`config.mk`:
```
export PLATFORM = sky130hd
export DESIGN_NAME = sctc_timer
export DESIGN_NICKNAME = d
export VERILOG_FILES = /design/src/rtl/sctc_pkg.sv /design/src/rtl/sctc_timer.sv
export SDC_FILE = /design/constraint.sdc
export NUM_CORES = 1
export LEC_CHECK = 0
export BUFFER_PORTS_ARGS = -buffer_cell sky130_fd_sc_hd__buf_2
export CAP_MARGIN = 5
export CORE_ASPECT_RATIO = 1.75
export CORE_MARGIN = 4
export CORE_UTILIZATION = 45
export CTS_CLUSTER_SIZE = 12
export DETAILED_ROUTE_END_ITERATION = 16
export GPL_TIMING_DRIVEN = 0
export RECOVER_POWER = 25
export SYNTH_ARGS = -nofsm -noshare
export SYNTH_HDL_FRONTEND = slang
export SYNTH_SLANG_ARGS = --single-unit
```
`constraint.sdc`:
```
create_clock -name clock -period 2.5 [get_ports clock]
set_clock_uncertainty 0.05 [all_clocks]
set_input_delay 0.375 -clock clock [delete_from_list [all_inputs] [get_ports clock]]
set_output_delay 0.375 -clock clock [all_outputs]
set_load 0.005 [all_outputs]
```
`src/rtl/sctc_pkg.sv`:
```
// Purpose: Shared constants and types for the split capture timer control block
// Assumes: Byte-wide special function register bus, one clock
// Notes:   Field positions follow the control register layout, high flag at the top
package sctc_pkg;
	localparam logic [7:0] ADDR_CTRL       = 8'hc8;
	localparam logic [7:0] ADDR_RELOAD_LO  = 8'hca;
	localparam logic [7:0] ADDR_RELOAD_HI  = 8'hcb;
	localparam logic [7:0] ADDR_COUNT_LO   = 8'hcc;
	localparam logic [7:0] ADDR_COUNT_HI   = 8'hcd;
	localparam logic [7:0] BYTE_RESET      = 8'h00;
	localparam logic [7:0] BYTE_ALL_ONES   = 8'hff;
	localparam logic [7:0] BYTE_ONE        = 8'h01;

	typedef struct packed {
		logic high_event_flag;
		logic low_event_flag;
		logic low_irq_enable;
		logic split_select;
		logic high_capture_enable;
		logic low_capture_enable;
		logic high_run_enable;
		logic low_run_enable;
	} sctc_ctrl_t;

	localparam sctc_ctrl_t CTRL_RESET = sctc_ctrl_t'(8'h00);

	// Per-cycle hardware events that set flags or load bytes
	typedef struct packed {
		logic set_high;
		logic set_low;
		logic cap_low;
		logic cap_high;
	} sctc_evt_t;
endpackage : sctc_pkg

```
`src/rtl/sctc_timer.sv`:
```
// Purpose: Control, flags and capture/reload bytes of a 16-bit or split 8-bit timer
// Assumes: Tick enables come from an external clock selector on the same clock
// Notes:   Capture pin is asynchronous and passes two flip-flops first
//
// Contract
// RQ1: High flag on high overflow or capture
// RQ2: Hardware never clears high flag itself
// RQ3: Low flag on low overflow or capture
// RQ4: Low flag on low byte roll in wide
// RQ5: Wide capture: high flag capture, low overflow
// RQ6: Irq is high flag or enabled low
// RQ7: Split select picks wide or two halves
// RQ8: High capture enable only in split
// RQ9: Low capture enable selects capture mode
// RQ10: High run enables high half in split
// RQ11: Low run enables low or whole timer
// RQ12: Reload byte writes take effect immediately
// RQ13: Low byte holds capture or reload value
// RQ14: Wide overflow reloads and sets high flag
// RQ15: Wide capture copies counter into reload pair
// RQ16: Capture works even when run is off
// RQ17: Capture edge is rising, falling or both
// RQ18: Write zero clears flag, set wins
module sctc_timer (
	input  wire logic       clock,
	input  wire logic       reset_n,
	input  wire logic [7:0] sfr_addr,
	input  wire logic       sfr_wr,
	input  wire logic       sfr_rd,
	input  wire logic [7:0] sfr_wdata,
	output logic      [7:0] sfr_rdata,
	input  wire logic       low_tick,
	input  wire logic       high_tick,
	input  wire logic       cap_pin,
	input  wire logic       cap_rise_en,
	input  wire logic       cap_fall_en,
	output logic            timer_irq
);
	sctc_pkg::sctc_ctrl_t ctrl_r;
	sctc_pkg::sctc_ctrl_t ctrl_nxt;
	sctc_pkg::sctc_evt_t  evt;
	logic [7:0] reload_lo_r;
	logic [7:0] reload_hi_r;
	logic [7:0] count_lo_r;
	logic [7:0] count_hi_r;
	logic [7:0] reload_lo_nxt;
	logic [7:0] reload_hi_nxt;
	logic [7:0] count_lo_nxt;
	logic [7:0] count_hi_nxt;
	logic [7:0] sfr_rdata_r;
	logic       timer_irq_r;
	logic       pin_meta_r;
	logic       pin_sync_r;
	logic       pin_prev_r;

	// Edge detector reads only the second stage and its delayed copy
	wire cap_event = (cap_rise_en & pin_sync_r & ~pin_prev_r) |
		(cap_fall_en & ~pin_sync_r & pin_prev_r); // RQ17

	wire wide      = ~ctrl_r.split_select; // RQ7
	wire lo_cap    = ctrl_r.low_capture_enable; // RQ9
	wire hi_cap    = ctrl_r.split_select & ctrl_r.high_capture_enable; // RQ8
	wire lo_step   = ctrl_r.low_run_enable & low_tick; // RQ11
	wire hi_step   = ~wide & ctrl_r.high_run_enable & high_tick; // RQ10
	wire lo_roll   = lo_step & (count_lo_r == sctc_pkg::BYTE_ALL_ONES);
	wire hi_roll_s = hi_step & (count_hi_r == sctc_pkg::BYTE_ALL_ONES);
	wire full_roll = wide & lo_roll & (count_hi_r == sctc_pkg::BYTE_ALL_ONES);

	wire wr_ctrl   = sfr_wr & (sfr_addr == sctc_pkg::ADDR_CTRL);
	wire wr_rl     = sfr_wr & (sfr_addr == sctc_pkg::ADDR_RELOAD_LO);
	wire wr_rh     = sfr_wr & (sfr_addr == sctc_pkg::ADDR_RELOAD_HI);
	wire wr_cl     = sfr_wr & (sfr_addr == sctc_pkg::ADDR_COUNT_LO);
	wire wr_ch     = sfr_wr & (sfr_addr == sctc_pkg::ADDR_COUNT_HI);

	wire [7:0] lo_inc = count_lo_r + sctc_pkg::BYTE_ONE;
	wire [7:0] hi_inc = count_hi_r + sctc_pkg::BYTE_ONE;
	wire [7:0] ctrl_wbits = sfr_wdata;

	// Flag set sources per mode
	assign evt.cap_low  = cap_event & lo_cap; // RQ16
	assign evt.cap_high = cap_event & (wide ? lo_cap : hi_cap); // RQ15
	assign evt.set_high = (wide & ~lo_cap & full_roll) | // RQ14
		(~wide & ~hi_cap & hi_roll_s) | // RQ1
		evt.cap_high; // RQ5
	assign evt.set_low  = (wide & ~lo_cap & lo_roll) | // RQ4
		(wide & lo_cap & full_roll) | // RQ5
		(~wide & ~lo_cap & lo_roll) | // RQ3
		(~wide & evt.cap_low); // RQ3

	// Hardware only ever sets flags; software write value is the only clear path
	always_comb begin // RQ2
		ctrl_nxt = wr_ctrl ? sctc_pkg::sctc_ctrl_t'(ctrl_wbits) : ctrl_r;
		ctrl_nxt.high_event_flag = ctrl_nxt.high_event_flag | evt.set_high; // RQ18
		ctrl_nxt.low_event_flag  = ctrl_nxt.low_event_flag | evt.set_low; // RQ18
	end

	// Capture beats a same-cycle software write; writes land at once otherwise
	assign reload_lo_nxt = evt.cap_low ? count_lo_r : (wr_rl ? sfr_wdata : reload_lo_r); // RQ13
	assign reload_hi_nxt = evt.cap_high ? count_hi_r : (wr_rh ? sfr_wdata : reload_hi_r); // RQ12

	// Timer mode reloads on wrap; capture mode runs free through it
	always_comb begin
		count_lo_nxt = count_lo_r;
		count_hi_nxt = count_hi_r;
		if (wide) begin
			if (full_roll) begin
				count_lo_nxt = lo_cap ? lo_inc : reload_lo_r; // RQ14
				count_hi_nxt = lo_cap ? hi_inc : reload_hi_r; // RQ14
			end else if (lo_step) begin
				count_lo_nxt = lo_inc;
				count_hi_nxt = lo_roll ? hi_inc : count_hi_r;
			end
		end else begin
			if (lo_step) begin
				count_lo_nxt = (lo_roll & ~lo_cap) ? reload_lo_r : lo_inc;
			end
			if (hi_step) begin
				count_hi_nxt = (hi_roll_s & ~hi_cap) ? reload_hi_r : hi_inc;
			end
		end
		if (wr_cl) begin
			count_lo_nxt = sfr_wdata;
		end
		if (wr_ch) begin
			count_hi_nxt = sfr_wdata;
		end
	end

	logic [7:0] rd_mux;
	always_comb begin
		case (sfr_addr)
			sctc_pkg::ADDR_CTRL:      rd_mux = ctrl_r;
			sctc_pkg::ADDR_RELOAD_LO: rd_mux = reload_lo_r;
			sctc_pkg::ADDR_RELOAD_HI: rd_mux = reload_hi_r;
			sctc_pkg::ADDR_COUNT_LO:  rd_mux = count_lo_r;
			sctc_pkg::ADDR_COUNT_HI:  rd_mux = count_hi_r;
			default:                  rd_mux = sctc_pkg::BYTE_RESET;
		endcase
	end

	always_ff @(posedge clock or negedge reset_n) begin
		if (!reset_n) begin
			pin_meta_r <= 1'b0;
			pin_sync_r <= 1'b0;
			pin_prev_r <= 1'b0;
		end else begin
			pin_meta_r <= cap_pin;
			pin_sync_r <= pin_meta_r;
			pin_prev_r <= pin_sync_r;
		end
	end

	always_ff @(posedge clock or negedge reset_n) begin
		if (!reset_n) begin
			ctrl_r      <= sctc_pkg::CTRL_RESET;
			reload_lo_r <= sctc_pkg::BYTE_RESET;
			reload_hi_r <= sctc_pkg::BYTE_RESET;
			count_lo_r  <= sctc_pkg::BYTE_RESET;
			count_hi_r  <= sctc_pkg::BYTE_RESET;
		end else begin
			ctrl_r      <= ctrl_nxt;
			reload_lo_r <= reload_lo_nxt;
			reload_hi_r <= reload_hi_nxt;
			count_lo_r  <= count_lo_nxt;
			count_hi_r  <= count_hi_nxt;
		end
	end

	// Irq is registered from next flag state so it tracks the flags cycle for cycle
	always_ff @(posedge clock or negedge reset_n) begin
		if (!reset_n) begin
			timer_irq_r <= 1'b0;
			sfr_rdata_r <= sctc_pkg::BYTE_RESET;
		end else begin
			timer_irq_r <= ctrl_nxt.high_event_flag |
				(ctrl_nxt.low_event_flag & ctrl_nxt.low_irq_enable); // RQ6
			sfr_rdata_r <= sfr_rd ? rd_mux : sfr_rdata_r;
		end
	end

	assign sfr_rdata = sfr_rdata_r;
	assign timer_irq = timer_irq_r;

	chk_irq_equation: assert property (@(posedge clock) disable iff (!reset_n) // RQ6
		timer_irq == (ctrl_r.high_event_flag | (ctrl_r.low_event_flag & ctrl_r.low_irq_enable)))
		else $error("irq differs from flag combination");

	chk_high_sticky: assert property (@(posedge clock) disable iff (!reset_n) // RQ2
		(ctrl_r.high_event_flag & ~wr_ctrl) |=> ctrl_r.high_event_flag)
		else $error("high flag dropped without a write");

	chk_low_sticky: assert property (@(posedge clock) disable iff (!reset_n) // RQ3
		(ctrl_r.low_event_flag & ~wr_ctrl) |=> ctrl_r.low_event_flag)
		else $error("low flag dropped without a write");

	chk_set_beats_clear: assert property (@(posedge clock) disable iff (!reset_n) // RQ18
		(wr_ctrl & ~sfr_wdata[7] & evt.set_high) |=> ctrl_r.high_event_flag)
		else $error("clear beat a same-cycle set");

	chk_wide_reload: assert property (@(posedge clock) disable iff (!reset_n) // RQ14
		(full_roll & ~lo_cap & ~wr_cl & ~wr_ch) |=>
		(count_lo_r == $past(reload_lo_r)) && (count_hi_r == $past(reload_hi_r)) && ctrl_r.high_event_flag)
		else $error("wide overflow missed reload");

	chk_capture_copy: assert property (@(posedge clock) disable iff (!reset_n) // RQ16
		(cap_event & lo_cap) |=> (reload_lo_r == $past(count_lo_r)))
		else $error("capture did not latch low byte");

	chk_capture_pin: assert property (@(posedge clock) disable iff (!reset_n) // RQ17
		($rose(pin_sync_r) & cap_rise_en & lo_cap & wide) |=> ctrl_r.high_event_flag)
		else $error("rising capture edge did not set high flag");

	chk_wide_low_roll: assert property (@(posedge clock) disable iff (!reset_n) // RQ4
		(wide & ~lo_cap & lo_roll) |=> ctrl_r.low_event_flag)
		else $error("wide low byte roll missed low flag");

	chk_high_cap_ignored: assert property (@(posedge clock) disable iff (!reset_n) // RQ8
		(wide & ~lo_cap & cap_event & ~full_roll & ~ctrl_r.high_event_flag & ~wr_ctrl) |=>
		~ctrl_r.high_event_flag)
		else $error("capture acted in wide timer mode");

	chk_write_now: assert property (@(posedge clock) disable iff (!reset_n) // RQ12
		(wr_rh & ~evt.cap_high) |=> (reload_hi_r == $past(sfr_wdata)))
		else $error("reload write delayed");

	chk_wide_cap_carry: assert property (@(posedge clock) disable iff (!reset_n) // RQ5
		(wide & lo_cap & full_roll) |=> ctrl_r.low_event_flag)
		else $error("wide capture overflow missed low flag");

	chk_split_high_reload: assert property (@(posedge clock) disable iff (!reset_n) // RQ1
		(~wide & ~hi_cap & hi_roll_s & ~wr_ch) |=>
		(count_hi_r == $past(reload_hi_r)) && ctrl_r.high_event_flag)
		else $error("split high overflow missed reload");

	cov_split_high_roll: cover property (@(posedge clock) disable iff (!reset_n) hi_roll_s & ~hi_cap);
	cov_wide_overflow: cover property (@(posedge clock) disable iff (!reset_n) full_roll & ~lo_cap);
	cov_wide_capture:  cover property (@(posedge clock) disable iff (!reset_n) cap_event & wide & lo_cap);
	cov_split_both:    cover property (@(posedge clock) disable iff (!reset_n) evt.cap_low & evt.cap_high & ~wide);
endmodule : sctc_timer

```
==> flow_summary.ini <==
[outcome]
status = finished clean

[drt]
antenna_left = 0
route.detailed.drc = 0
vias = 2786
drt-pass1-iter-count = 5
wire_per_inst_um = 19.8
vias_per_cell = 6.11
drtIter0Drc = 246
wl_mm = 9.04

[logic_synthesis]
synth_area_leaders = dfrtp_1 (43%), mux2i_1 (10%), o21ai_0 (4.5%), nand2_1 (4.3%), nand3_1 (3.8%)
yosysWarnings = 0
post-synth-top-area-cell = dfrtp_1
syn_area_per_cell_um2 = 9.16
synth-seq-area-share = 0.430
yosys-top-cells-count = dfrtp_1 (52), nand2_1 (35), mux2i_1 (31)
ys.flop_type = dfrtp_1
synth_top_area_share = 0.430
async_flop_share = 1.00
synth_seq_cells = 52
synth_cell_types = 48
synthesis.nets = 357
synth.most_common_cell = dfrtp_1
netlist_area_um2 = 3020
synth-edff-count = 0
synthCells = 330

[sta]
period_share = 0.953
min_period_ns = 2.38
setup_viol = 0
rsz0062_at_grt = false
slew_headroom = 0.446
max_freq_mhz = 420
hold_violations = 0
tightest_slew_ns = 0.832
fin_tns_setup_ns = 0
final_max_slew_viol_count = 0

[clock_network]
cts_tree = yes
htree_levels = 2
cts.reportedPaths.clkPinSlew_ns = 0.07
cts_made_buffers = 5
cts-root-buf = clkbuf_16
clk_latency_ns = 0.30
ctsLongestPathBuffers = 2
clkSinkCount = 52

[floorplanning]
rows = 39
start_util = 0.462
die_y_um = 116
dieArea_um2 = 8150
die_x_um = 70.0
io_pins = 34
core_um2 = 6540

[power_and_ir_drop]
ir_worst_vdd_uv = 446
totalPowerFinal_uw = 2230
power.density_nw_per_um2 = 635
power.leakage_uw = 0.00159

[hold_path]
hp-class = input pin to flip-flop
whs_path_depth = 1
worstHoldStart = cap_pin
holdPathEnd = pin_meta_r$_DFF_PN0_

[placement]
place_congestion = 0.921
port_buffers = 32
hpwl_mm = 6.87
placed_area_um2 = 3290

[grt]
grt_pass1_wl_mm = 14.3
grt_usage = 0.232
grt_pass1_vias = 2638
grt_max_degree = 53
grt-ovfl-total = 0
antenna_found_initial = 0

[setup_path]
required_ns = 2.67
crit_chain = ha_1 -> nand3_1 -> or3_1 -> nor4b_4 -> mux2_2 -> a31oi_1
cpPeakStageDelay_ns = 0.50
path_class = flip-flop to flip-flop
rr_worst_depth = 6
reg2reg_slack_ns = 0.12
regToRegStartpoint = count_lo_r[1]$_DFFE_PN0P_
crit_slowest_cell = or3_1
crit_path_end_kind = flip-flop
critPathMaxFanout = 6
arrival_ns = 2.56
timing.rr.end = count_lo_r[5]$_DFFE_PN0P_
worstSetupStartpointType = flip-flop

[finish]
antenna_cells = 0
fin_area_um2 = 3510
drive_above_1_share = 0.152
area_growth_syn_to_layout_pct = 15.9
fin_nets = 400

[run]
cap_viol_max_count = 0
-- through the flow --
step / setup WS [ns] / utilization / instances / hold slack (ns)
after global placement: -0.0351 / 0.503 / 444 / 0.285
final: 0.117 / 0.536 / 456 / 0.131
after detailed placement: -0.0522 / 0.503 / 444 / 0.290
after global routing: 0.0170 / 0.536 / 456 / 0.124
after floorplan: 0.239 / - / 330 / 0.0294
after CTS: 0.135 / 0.531 / 454 / 0.127
-- where the power goes --
group / switching (uW) / internal [uW]
Sequential: 143 / 959
Combinational: 169 / 163
Clock: 323 / 471
-- metal layers --
metal | GRT usage | up-vias | share of wire
met2 | 0.438 | 103 | 0.54
li1 | - | 1311 | -
met4 | 0.0934 | 0 | 0.041
met1 | 0.262 | 1343 | 0.38
met5 | 0 | - | 0
met3 | 0.0284 | 29 | 0.043
-- registers in the layout (all words and copies together) (netlist names) --
register and count:
lo_cap 1, reload_lo_r 8, count_hi_r 8, pin_meta_r 1, sfr_rdata 8, pin_prev_r 1, timer_irq 1, count_lo_r 8
pin_sync_r 1, ctrl_r 7, reload_hi_r 8
-- cell families after synthesis --
group                    synth area share
AO/OA/AOI/OAI                       0.178
XOR/XNOR                           0.0116
adder cells (fa/ha/maj)           0.00827
buffers and inverters              0.0310
flip-flops                          0.430
multiplexers                        0.137
AND/OR/NAND/NOR                     0.204
-- critical path, delay by kind of cell, from the launching register on --
family                     cells  cell delay [ns]
and+or+nand+nor                3             1.06
muxes                          1             0.37
DFF                            1             0.47
AOI/OAI and AO/OA              1             0.16
adders and majority gates      1             0.21
-- layout by cell type (no fill, tap or decap), types with 2 or more instances in the layout --
master and count:
a211oi_1 5, a21oi_1 18, a22oi_1 8, a31oi_1 11, a41oi_1 2, and2_1 3
and3_1 3, buf_1 2, buf_2 31, buf_4 2, clkbuf_1 14, clkbuf_16 5
dfrtp_1 51, ha_1 2, inv_1 7, mux2_2 8, mux2i_1 31, nand2_1 35
nand3_1 23, nand4_1 4, nor2_1 29, nor2b_1 4, nor3_1 3, o21a_1 2
o21ai_0 27, o221ai_1 2, o22ai_1 4, o31ai_1 4, or3_1 2, or4_1 2
xnor2_1 3
-- worst max-delay path by stage --
stage | startpoint | depth (start not counted) | slack, ns | end
detailed placement | count_lo_r[0]$_DFFE_PN0P_ | 6 | -0.05 | count_lo_r[5]$_DFFE_PN0P_
global route | count_lo_r[1]$_DFFE_PN0P_ | 6 | 0.02 | count_lo_r[5]$_DFFE_PN0P_
global placement | count_lo_r[0]$_DFFE_PN0P_ | 6 | -0.04 | count_lo_r[5]$_DFFE_PN0P_
floorplan | sfr_addr[0] | 6 | 0.24 | timer_irq$_DFF_PN0_
CTS | count_lo_r[0]$_DFFE_PN0P_ | 6 | 0.13 | count_hi_r[4]$_DFFE_PN0P_
finish | count_lo_r[1]$_DFFE_PN0P_ | 6 | 0.12 | count_lo_r[5]$_DFFE_PN0P_
-- area by class of cell --
class                      instances  area, um^2
clock inverter                     3        42.5
tap                               82         103
fill                             651        3030
timing repair buffer              36         204
buffer                            16        67.6
inverter                           7        26.3
clock buffer                       5         125
sequential                        52        1300
multi-input combinational        255        1640
-- repair_timing --
action	4_1_cts	5_1_grt
hold endpoints to repair	0	13
hold buffers	0	1
buffers inserted	2	0
pin swaps	1	0
setup endpoints to repair	1	6
resized for setup	0	2
No activity file was read; power rests on OpenSTA's default activity.
